==> src/ais_pkg.sv <==
package ais_pkg;
  localparam int AIS_AW = 8;
  localparam logic [AIS_AW-1:0] AIS_OFF_BUFLEN = 8'h00;
  localparam logic [AIS_AW-1:0] AIS_OFF_CHS123 = 8'h04;
  localparam logic [AIS_AW-1:0] AIS_OFF_CHS0 = 8'h08;
  localparam logic [AIS_AW-1:0] AIS_OFF_SCANH = 8'h0c;
  localparam logic [AIS_AW-1:0] AIS_OFF_SCANL = 8'h10;
  localparam logic [AIS_AW-1:0] AIS_OFF_MODE = 8'h14;
  localparam logic [AIS_AW-1:0] AIS_OFF_STATUS = 8'h18;
  localparam logic [15:0] AIS_RST16 = 16'h0000;
  // buffer-length register
  localparam logic [15:0] AIS_BUFLEN_MASK = 16'h0007;
  // channel 1-3 select fields
  localparam logic [15:0] AIS_CHS123_MASK = 16'h0707;
  localparam int AIS_NB_LO = 9;
  localparam int AIS_SB_BIT = 8;
  localparam int AIS_NA_LO = 1;
  localparam int AIS_SA_BIT = 0;
  // channel 0 select fields
  localparam logic [15:0] AIS_CHS0_MASK = 16'h9f9f;
  localparam int AIS_FIRST_CHANNEL_NEG_SELECT_B_BIT = 15;
  localparam int AIS_FIRST_CHANNEL_POS_SELECT_B_LO = 8;
  localparam int AIS_FIRST_CHANNEL_NEG_SELECT_A_BIT = 7;
  localparam int AIS_FIRST_CHANNEL_POS_SELECT_A_LO = 0;
  // mode register
  localparam logic [15:0] AIS_MODE_MASK = 16'h0007;
  localparam int AIS_MODE_RES_BIT = 0;
  localparam int AIS_MODE_SCAN_BIT = 1;
  localparam int AIS_MODE_ALT_BIT = 2;
  // status register
  localparam int AIS_ST_B_BIT = 0;
  localparam int AIS_ST_IDX_LO = 8;
  // negative selects for channels 1-3
  localparam logic [1:0] AIS_NEG_AN9_11 = 2'b11;
  localparam logic [1:0] AIS_NEG_AN6_8 = 2'b10;
  localparam logic [15:0] AIS_LOW16 = 16'h000f;
  localparam logic [4:0] AIS_IDX_ZERO = 5'h00;

  typedef struct packed {
    logic [4:0] ch0_pos;
    logic ch0_pos_low_ref;
    logic ch0_neg_an1;
    logic ch123_pos_an3_5;
    logic [1:0] ch123_neg_sel;
    logic ch123_active;
    logic twelve_bit;
    logic sample_b;
  } ais_mux_s;
endpackage

==> src/ais_top.sv <==
`timescale 1ns/1ps
// Contract
// (RULE1) buffer field n gives two to the n words per input, 1 to 128
// (RULE2) buffer-length register bits 15..3 read zero
// (RULE3) neg code 11 picks inputs 9-11, 10 picks 6-8, 0x negative reference
// (RULE4) sample B channel 1-3 negative select sits in bits 10..9
// (RULE5) sample A channel 1-3 negative select sits in bits 2..1
// (RULE6) bit 8 picks sample B positives: one gives 3-5, zero gives 0-2
// (RULE7) bit 0 picks sample A positives with the same coding
// (RULE8) in twelve-bit mode channel 1-3 fields act unimplemented, read zero
// (RULE9) channel 1-3 register bits 15..11 and 7..3 read zero
// (RULE10) channel 0 bit 7: one picks input 1, zero negative reference
// (RULE11) channel 0 bit 15 is sample B negative, same coding
// (RULE12) bits 4..0 pick channel 0 positive input by binary number
// (RULE13) bits 12..8 are sample B positive, same decoding
// (RULE14) second converter limits channel 0 positive to inputs 0..15
// (RULE15) scan bit one includes its input, zero skips it
// (RULE16) low scan bit n is input n, high scan bit n is input n+16
// (RULE17) all scan bits writable; absent inputs convert low reference
// (RULE18) resolution bit set: twelve-bit one channel; clear: ten-bit four
// (RULE19) scan enable steps channel 0 positive through mask in sample A
// (RULE20) alternate mode swaps A and B selects each sample, else A only
// (RULE21) scan visits enabled inputs ascending, wrapping to the lowest
module ais_top
  import ais_pkg::*;
#(
  parameter bit SECOND_UNIT = 1'b0,
  parameter int NUM_INPUTS = 32
) (
  input wire logic pclk,
  input wire logic presetn,
  input wire logic psel,
  input wire logic penable,
  input wire logic pwrite,
  input wire logic [AIS_AW-1:0] paddr,
  input wire logic [31:0] pwdata,
  output logic [31:0] prdata,
  output logic pready,
  output logic pslverr,
  input wire logic sample_advance,
  output ais_mux_s mux_sel,
  output logic [7:0] buffer_words_per_input
);

  logic [15:0] buflen_r;
  logic [15:0] chs123_r;
  logic [15:0] chs0_r;
  logic [15:0] scan_high_r;
  logic [15:0] scan_low_r;
  logic [15:0] mode_r;
  logic use_b_r;
  logic [4:0] scan_idx_r;
  logic [31:0] scan_mask;
  logic resolution_mode;
  logic scan_enable_ctrl;
  logic alternate_sample_mode;
  logic wr_fire;
  logic [15:0] wdata16;
  logic [31:0] rd_nxt;
  logic rd_err_nxt;
  logic [4:0] pos_nxt;
  ais_mux_s mux_nxt;

  // reset image matches what ten-bit mode decodes to, so no false step
  localparam ais_mux_s MUX_RST = '{
    ch0_pos: 5'h00,
    ch0_pos_low_ref: 1'b0,
    ch0_neg_an1: 1'b0,
    ch123_pos_an3_5: 1'b0,
    ch123_neg_sel: 2'h0,
    ch123_active: 1'b1,
    twelve_bit: 1'b0,
    sample_b: 1'b0
  };

  function automatic logic reg_hit(input logic fire,
                                   input logic [AIS_AW-1:0] addr,
                                   input logic [AIS_AW-1:0] off);
    return fire && (addr == off);
  endfunction

  function automatic logic [4:0] next_scan(input logic [31:0] mask,
                                           input logic [4:0] cur);
    logic [4:0] cand;
    logic found;
    cand = cur;
    found = 1'b0;
    for (int i = 1; i <= 32; i++) begin
      if (!found && mask[5'(int'(cur) + i)]) begin // RULE21
        cand = 5'(int'(cur) + i);
        found = 1'b1;
      end
    end
    return cand;
  endfunction

  function automatic logic [4:0] limit_pos(input logic [4:0] p);
    return SECOND_UNIT ? (p & AIS_LOW16[4:0]) : p; // RULE14
  endfunction

  assign resolution_mode = mode_r[AIS_MODE_RES_BIT];
  assign scan_enable_ctrl = mode_r[AIS_MODE_SCAN_BIT];
  assign alternate_sample_mode = mode_r[AIS_MODE_ALT_BIT];
  assign wr_fire = psel && penable && pready && pwrite;
  assign wdata16 = pwdata[15:0];
  // second unit only scans its sixteen inputs
  assign scan_mask = SECOND_UNIT ? {AIS_RST16, scan_low_r}
                                 : {scan_high_r, scan_low_r}; // RULE16

  // register writes; the zero-wait slave commits at the access edge
  always_ff @(posedge pclk or negedge presetn) begin
    if (!presetn) begin
      buflen_r <= AIS_RST16;
    end else if (reg_hit(wr_fire, paddr, AIS_OFF_BUFLEN)) begin
      buflen_r <= wdata16 & AIS_BUFLEN_MASK; // RULE2
    end
  end

  always_ff @(posedge pclk or negedge presetn) begin
    if (!presetn) begin
      chs123_r <= AIS_RST16;
    end else if (reg_hit(wr_fire, paddr, AIS_OFF_CHS123)) begin
      // writes dropped while the fields are unimplemented
      if (!resolution_mode) begin // RULE8
        chs123_r <= wdata16 & AIS_CHS123_MASK; // RULE9
      end
    end
  end

  always_ff @(posedge pclk or negedge presetn) begin
    if (!presetn) begin
      chs0_r <= AIS_RST16;
    end else if (reg_hit(wr_fire, paddr, AIS_OFF_CHS0)) begin
      chs0_r <= wdata16 & AIS_CHS0_MASK;
    end
  end

  always_ff @(posedge pclk or negedge presetn) begin
    if (!presetn) begin
      scan_high_r <= AIS_RST16;
    end else if (reg_hit(wr_fire, paddr, AIS_OFF_SCANH)) begin
      scan_high_r <= wdata16; // RULE17
    end
  end

  always_ff @(posedge pclk or negedge presetn) begin
    if (!presetn) begin
      scan_low_r <= AIS_RST16;
    end else if (reg_hit(wr_fire, paddr, AIS_OFF_SCANL)) begin
      scan_low_r <= wdata16; // RULE17
    end
  end

  always_ff @(posedge pclk or negedge presetn) begin
    if (!presetn) begin
      mode_r <= AIS_RST16;
    end else if (reg_hit(wr_fire, paddr, AIS_OFF_MODE)) begin
      mode_r <= wdata16 & AIS_MODE_MASK;
    end
  end

  // read decode; data latched in the setup cycle
  always_comb begin
    rd_nxt = 32'h0000_0000;
    rd_err_nxt = 1'b0;
    case (paddr)
      AIS_OFF_BUFLEN: rd_nxt[15:0] = buflen_r; // RULE2
      AIS_OFF_CHS123: begin
        rd_nxt[15:0] = resolution_mode ? AIS_RST16 : chs123_r; // RULE8
      end
      AIS_OFF_CHS0: rd_nxt[15:0] = chs0_r;
      AIS_OFF_SCANH: rd_nxt[15:0] = scan_high_r;
      AIS_OFF_SCANL: rd_nxt[15:0] = scan_low_r;
      AIS_OFF_MODE: rd_nxt[15:0] = mode_r;
      AIS_OFF_STATUS: begin
        rd_nxt[AIS_ST_B_BIT] = use_b_r;
        rd_nxt[AIS_ST_IDX_LO +: 5] = scan_idx_r;
      end
      default: rd_err_nxt = 1'b1;
    endcase
  end

  always_ff @(posedge pclk or negedge presetn) begin
    if (!presetn) begin
      prdata <= 32'h0000_0000;
      pready <= 1'b0;
      pslverr <= 1'b0;
    end else begin
      pready <= psel && !penable;
      pslverr <= psel && !penable && rd_err_nxt;
      if (psel && !penable && !pwrite) begin
        prdata <= rd_nxt;
      end
    end
  end

  // sample sequencing: alternation
  always_ff @(posedge pclk or negedge presetn) begin
    if (!presetn) begin
      use_b_r <= 1'b0;
    end else if (sample_advance) begin
      use_b_r <= alternate_sample_mode && !use_b_r; // RULE20
    end else if (!alternate_sample_mode) begin
      use_b_r <= 1'b0; // RULE20
    end
  end

  // scan stepping; only moves after a sample A conversion
  always_ff @(posedge pclk or negedge presetn) begin
    if (!presetn) begin
      scan_idx_r <= AIS_IDX_ZERO;
    end else if (sample_advance && scan_enable_ctrl && !use_b_r) begin // RULE19
      scan_idx_r <= next_scan(scan_mask, scan_idx_r); // RULE15
    end
  end

  always_comb begin
    mux_nxt = '0;
    mux_nxt.sample_b = use_b_r;
    mux_nxt.twelve_bit = resolution_mode; // RULE18
    mux_nxt.ch123_active = !resolution_mode; // RULE18
    if (use_b_r) begin
      pos_nxt = chs0_r[AIS_FIRST_CHANNEL_POS_SELECT_B_LO +: 5]; // RULE13
      mux_nxt.ch0_neg_an1 = chs0_r[AIS_FIRST_CHANNEL_NEG_SELECT_B_BIT]; // RULE11
      mux_nxt.ch123_pos_an3_5 = chs123_r[AIS_SB_BIT]; // RULE6
      mux_nxt.ch123_neg_sel = chs123_r[AIS_NB_LO +: 2]; // RULE4
    end else begin
      pos_nxt = scan_enable_ctrl ? scan_idx_r
                                 : chs0_r[AIS_FIRST_CHANNEL_POS_SELECT_A_LO +: 5]; // RULE12
      mux_nxt.ch0_neg_an1 = chs0_r[AIS_FIRST_CHANNEL_NEG_SELECT_A_BIT]; // RULE10
      mux_nxt.ch123_pos_an3_5 = chs123_r[AIS_SA_BIT]; // RULE7
      mux_nxt.ch123_neg_sel = chs123_r[AIS_NA_LO +: 2]; // RULE5
    end
    // codes 0x both mean negative reference; fold to one code
    if (mux_nxt.ch123_neg_sel != AIS_NEG_AN9_11 &&
        mux_nxt.ch123_neg_sel != AIS_NEG_AN6_8) begin // RULE3
      mux_nxt.ch123_neg_sel = 2'h0;
    end
    if (resolution_mode) begin // RULE8
      mux_nxt.ch123_pos_an3_5 = 1'b0;
      mux_nxt.ch123_neg_sel = 2'h0;
    end
    mux_nxt.ch0_pos = limit_pos(pos_nxt); // RULE14
    mux_nxt.ch0_pos_low_ref = int'(mux_nxt.ch0_pos) >= NUM_INPUTS; // RULE17
  end

  always_ff @(posedge pclk or negedge presetn) begin
    if (!presetn) begin
      mux_sel <= MUX_RST;
    end else begin
      mux_sel <= mux_nxt;
    end
  end

  always_ff @(posedge pclk or negedge presetn) begin
    if (!presetn) begin
      buffer_words_per_input <= 8'h01;
    end else begin
      buffer_words_per_input <= 8'(8'h01 << buflen_r[2:0]); // RULE1
    end
  end

endmodule

==> config.mk <==
export PLATFORM = sky130hd
export DESIGN_NAME = ais_top
export DESIGN_NICKNAME = d
export VERILOG_FILES = /design/src/ais_pkg.sv /design/src/ais_top.sv
export SDC_FILE = /design/constraint.sdc
export NUM_CORES = 1
export LEC_CHECK = 0
export ABC_AREA = 1
export BUFFER_PORTS_ARGS = -buffer_cell sky130_fd_sc_hd__buf_2
export CORE_UTILIZATION = 50
export CTS_BUF_LIST = sky130_fd_sc_hd__clkbuf_4 sky130_fd_sc_hd__clkbuf_8 sky130_fd_sc_hd__clkbuf_16
export DETAILED_ROUTE_END_ITERATION = 6
export PLACE_DENSITY = 0.7
export SETUP_SLACK_MARGIN = 0.1
export SYNTH_ARGS = -nofsm -noshare
export SYNTH_HDL_FRONTEND = slang
export SYNTH_SLANG_ARGS = --single-unit
==> constraint.sdc <==
create_clock -name pclk -period 13.6 [get_ports pclk]
set_clock_uncertainty 0.05 [all_clocks]
set_input_delay 3.4 -clock pclk [delete_from_list [all_inputs] [get_ports pclk]]
set_output_delay 3.4 -clock pclk [all_outputs]
set_load 0.01 [all_outputs]
==> summary.md <==
| Metric | Value |
|---|---|
| Status | `finished clean` |
| RePlAce Congestion | `roughly 1` |
| IO Pins | `about 100` |
| Measured slew at the worst slew-check pin | `between 1 and 1.5 ns` |
| Max Slew Vio Count | `0` |
| Critical Path AT | `about 6.5 ns` |
| Power Total | `about 0.95 mW` |
| Routed via count | `~8900` |
| # rows | `47` |
| Leakage | `4.81 nW` |
| TritonCTS Sinks | `100` |
| Clock root buffer | `clkbuf_16` |
| Post-synth EDFFs | `0` |
| Sequential share of the synthesized area | `~30%` |
| Critical Path End Type | `flop` |
| Post-synthesis cell type count | `59` |
| Cell Area, Synth | `roughly 0.0085 mm2` |
| FMAX | `roughly 160 MHz` |
| Seq. cell area | `0.00250 mm2` |
| Remaining global-route overflow | `0` |
| 1st-iter DRT viols | `approximately 920` |
| CP delay by family, top | `simple AND/OR/NAND/NOR gates` |
| Die Span Y | `about 130 um` |
| # port buffers | `67` |
| CP peak stage delay | `~0.70 ns` |
| Drt via density | `around 5.6` |
| Layout cell share with drive strength beyond 1 | `roughly 12%` |
| Final setup margin | `between 7 and 8 ns` |
| Critical path class | `flop to flop` |
| Min cycle time layout | `6.25 ns` |
| Yosys top cell by area | `dfrtp_1` |
| Core Footprint | `about 0.017 mm2` |
| Post-cts repair resize count | `0` |
| Avg Inst Size Synth | `~6.5 um2` |
| Most common flop cell mapped by yosys | `dfrtp_1` |
| Final setup viols | `0` |
| H-tree Lvls | `3` |
| WL/cell | `around 18 um` |
| DRC violations left | `0` |
| R2r startpoint | `scan_idx_r[1]` |
| Hold-fix buffers, CTS | `0` |
| Post-CTS setup buffer count | `0` |
| CP startpoint | `scan_idx_r[1]` |
| Max-cap violations | `0` |
| Fin crit share | `46.0%` |
| Most Frequent Cell on Critical Path | `nor2_4` |
| Worst skew pair latency | `0.36 ns` |
| RSZ-0062 raised after global routing | `no` |
| First-pass iteration count of the detailed router | `6` |
| Cts bufs inserted | `9` |
| Startpoint Class | `flop` |
| Antenna-violating nets left | `0` |
| Seq cells post-synth | `100` |
| Synth top area share | `28.8%` |
| Largest net degree at the start of global routing | `58` |
| DP Area | `~0.0089 mm2` |
| Area of the multi-input gates | `about 0.0052 mm2` |
| Die X | `~130 um` |
| Layout overhead on the synthesized area | `8.16%` |
| Final-layout fill cell count | `between 1500 and 2000` |
| Die ar. | `0.0176 mm2` |
| Gr usage total | `around a third` |
| Dpl hpwl | `between 20000 and 25000 um` |
| HP Start | `prdata[15]` |
| Worst vdd ir | `0.0737 mV` |
| Worst Path Max Fanout | `32` |
| Hold Vio Cnt, Final | `0` |
| Initial Util | `between 50% and 60%` |
| Mapped Cells | `1322` |
| CTS clk-pin slew, worst paths | `about 0.070 ns` |
| First-pass GRT wire length | `approximately 44000 um` |
| Vias in the first global route | `8122` |
| Worst slew margin | `a little under a quarter` |
| Worst hold path type | `flop to flop` |
| Nets@finish | `1426` |
| TritonCTS clock tree | `built` |
| Post-Route WL | `27900 um` |
| Power density over cell area | `just over 100 mW/mm2` |
| Initial antenna violation count | `0` |
| Synth async-reset ratio | `100%` |
| Synth top area cells | `dfrtp_1, nand2_1, nand3_1, o21ai_0, inv_1` |
| Crit-path slowest cell | `ha_1` |
| CTS max path bufs | `2` |
| Fin area | `roughly 0.0092 mm2` |
| Diodes inserted | `0` |
| Bufs and invs on worst path | `6` |
| Worst endpoint required time | `between 10 and 15 ns` |
| Setup TNS | `0 ns` |
| DP Worst Slack | `around 7.5 ns` |
| Ys Warns | `0` |
[worst register-to-register path: cells and delay by family, from the launching register on]
kind | cells | cell delay [ns]
and+or+nand+nor | 32 | 3.65
buffers and inverters | 6 | 1.42
adders and majority gates | 1 | 0.70
DFF | 1 | 0.32
[path summary, 6_finish.rpt]
check | slack (ns) | cells past startpoint | endpoint
hold / removal | 0.43 | 2 | prdata[15]
max in group asynchronous | 9.40 | 2 | scan_low_r[15]
hold reg to reg | 0.43 | 2 | prdata[15]
setup / recovery | 7.35 | 39 | scan_idx_r[1]
setup reg to reg | 7.35 | 39 | scan_idx_r[1]
min in group asynchronous | 2.96 | 1 | buffer_words_per_input[2]
[layer usage]
metal	share of wire, %	track usage, %	wire length, um	vias to the layer above
met2	45	50.4	12600	437
met1	44	45.4	12200	4053
met4	2.1	9.96	589	0
met5	0	0	0	-
li1	-	-	-	4395
met3	9.1	6.86	2550	51
[layout make-up]
cell class                 count  area share (%)
clock buffer                   9            2.44
clock inverter                 7           0.624
inverter                     148            6.04
multi-input combinational   1029            56.1
sequential                   100            27.2
tap                          220            2.98
timing repair buffer          79            4.64
[report_power, final]
group / leakage, nW / internal [mW] / switching (mW)
Clock: 0.140 / 0.127 / 0.121
Sequential: 1.37 / 0.301 / 0.00284
Combinational: 3.30 / 0.129 / 0.265
Total: 4.81 / 0.557 / 0.389
[sequential cells by signal, summed over array words and instances, names as in the netlist, 5 cells and up]
signal                  flops
prdata                     16
buffer_words_per_input      8
chs0_r                     12
scan_low_r                 16
mux_sel                    12
scan_idx_r                  5
chs123_r                    6
scan_high_r                16
[through the flow]
step | hold WS (ns) | std cells | util (%)
floorplan | 0.322 | 1338 | -
global placement | 0.408 | 1576 | 53.7
detailed placement | 0.410 | 1576 | 53.7
CTS | 0.429 | 1592 | 55.4
global route | 0.450 | 1592 | 55.4
finish | 0.426 | 1592 | 55.4
[cell families after synthesis]
| family | Yosys count | synth area share [%] |
|---|---|---|
| AO/OA/AOI/OAI | 215 | 14.3 |
| XOR/XNOR | 19 | 2.61 |
| adder cells (fa/ha/maj) | 13 | 1.91 |
| buffers and inverters | 209 | 10.7 |
| flip-flops | 100 | 29.4 |
| other | 1 | 0.0440 |
| AND/OR/NAND/NOR | 765 | 41.0 |
[cell usage in the layout (no fill, tap or decap), types with 3 or more instances in the layout]
cell       netlist  final
a211oi_1         3      3
a21oi_1         38     38
a221oi_1         5      5
a22o_1           4      4
a22oi_1          3      3
buf_2            9     66
buf_4           23     13
clkbuf_16        0      9
clkinv_1         4      4
clkinv_2         1      3
conb_1           1     17
dfrtp_1         98     98
ha_1            13     13
inv_1          134    134
inv_2            9      9
nand2_1        370    370
nand2_2         20     20
nand2_4          3      3
nand3_1        202    202
nand3_2          9      9
nand3b_1         3      3
nand4_1         18     18
nor2_1         103    103
nor2_4           9      9
nor3_1          14     14
nor4_1           3      3
o211ai_1         4      4
o21a_1          10     10
o21ai_0        127    127
o21ai_1          5      5
o22ai_1          3      3
xor2_1          11     10
xor2_2           5      6
[cells in the mapped netlist (all sizes together), types with 4 or more instances]
cell	number
a21oi	40
a221oi	5
a22o	4
buf	38
clkbuf	23
clkinv	5
dfrtp	98
ha	13
inv	143
nand2	393
nand3	213
nand4	20
nor2	114
nor3	15
o211ai	4
o21a	10
o21ai	132
xor2	17
Note: power is estimated with default switching activity, not from simulation.
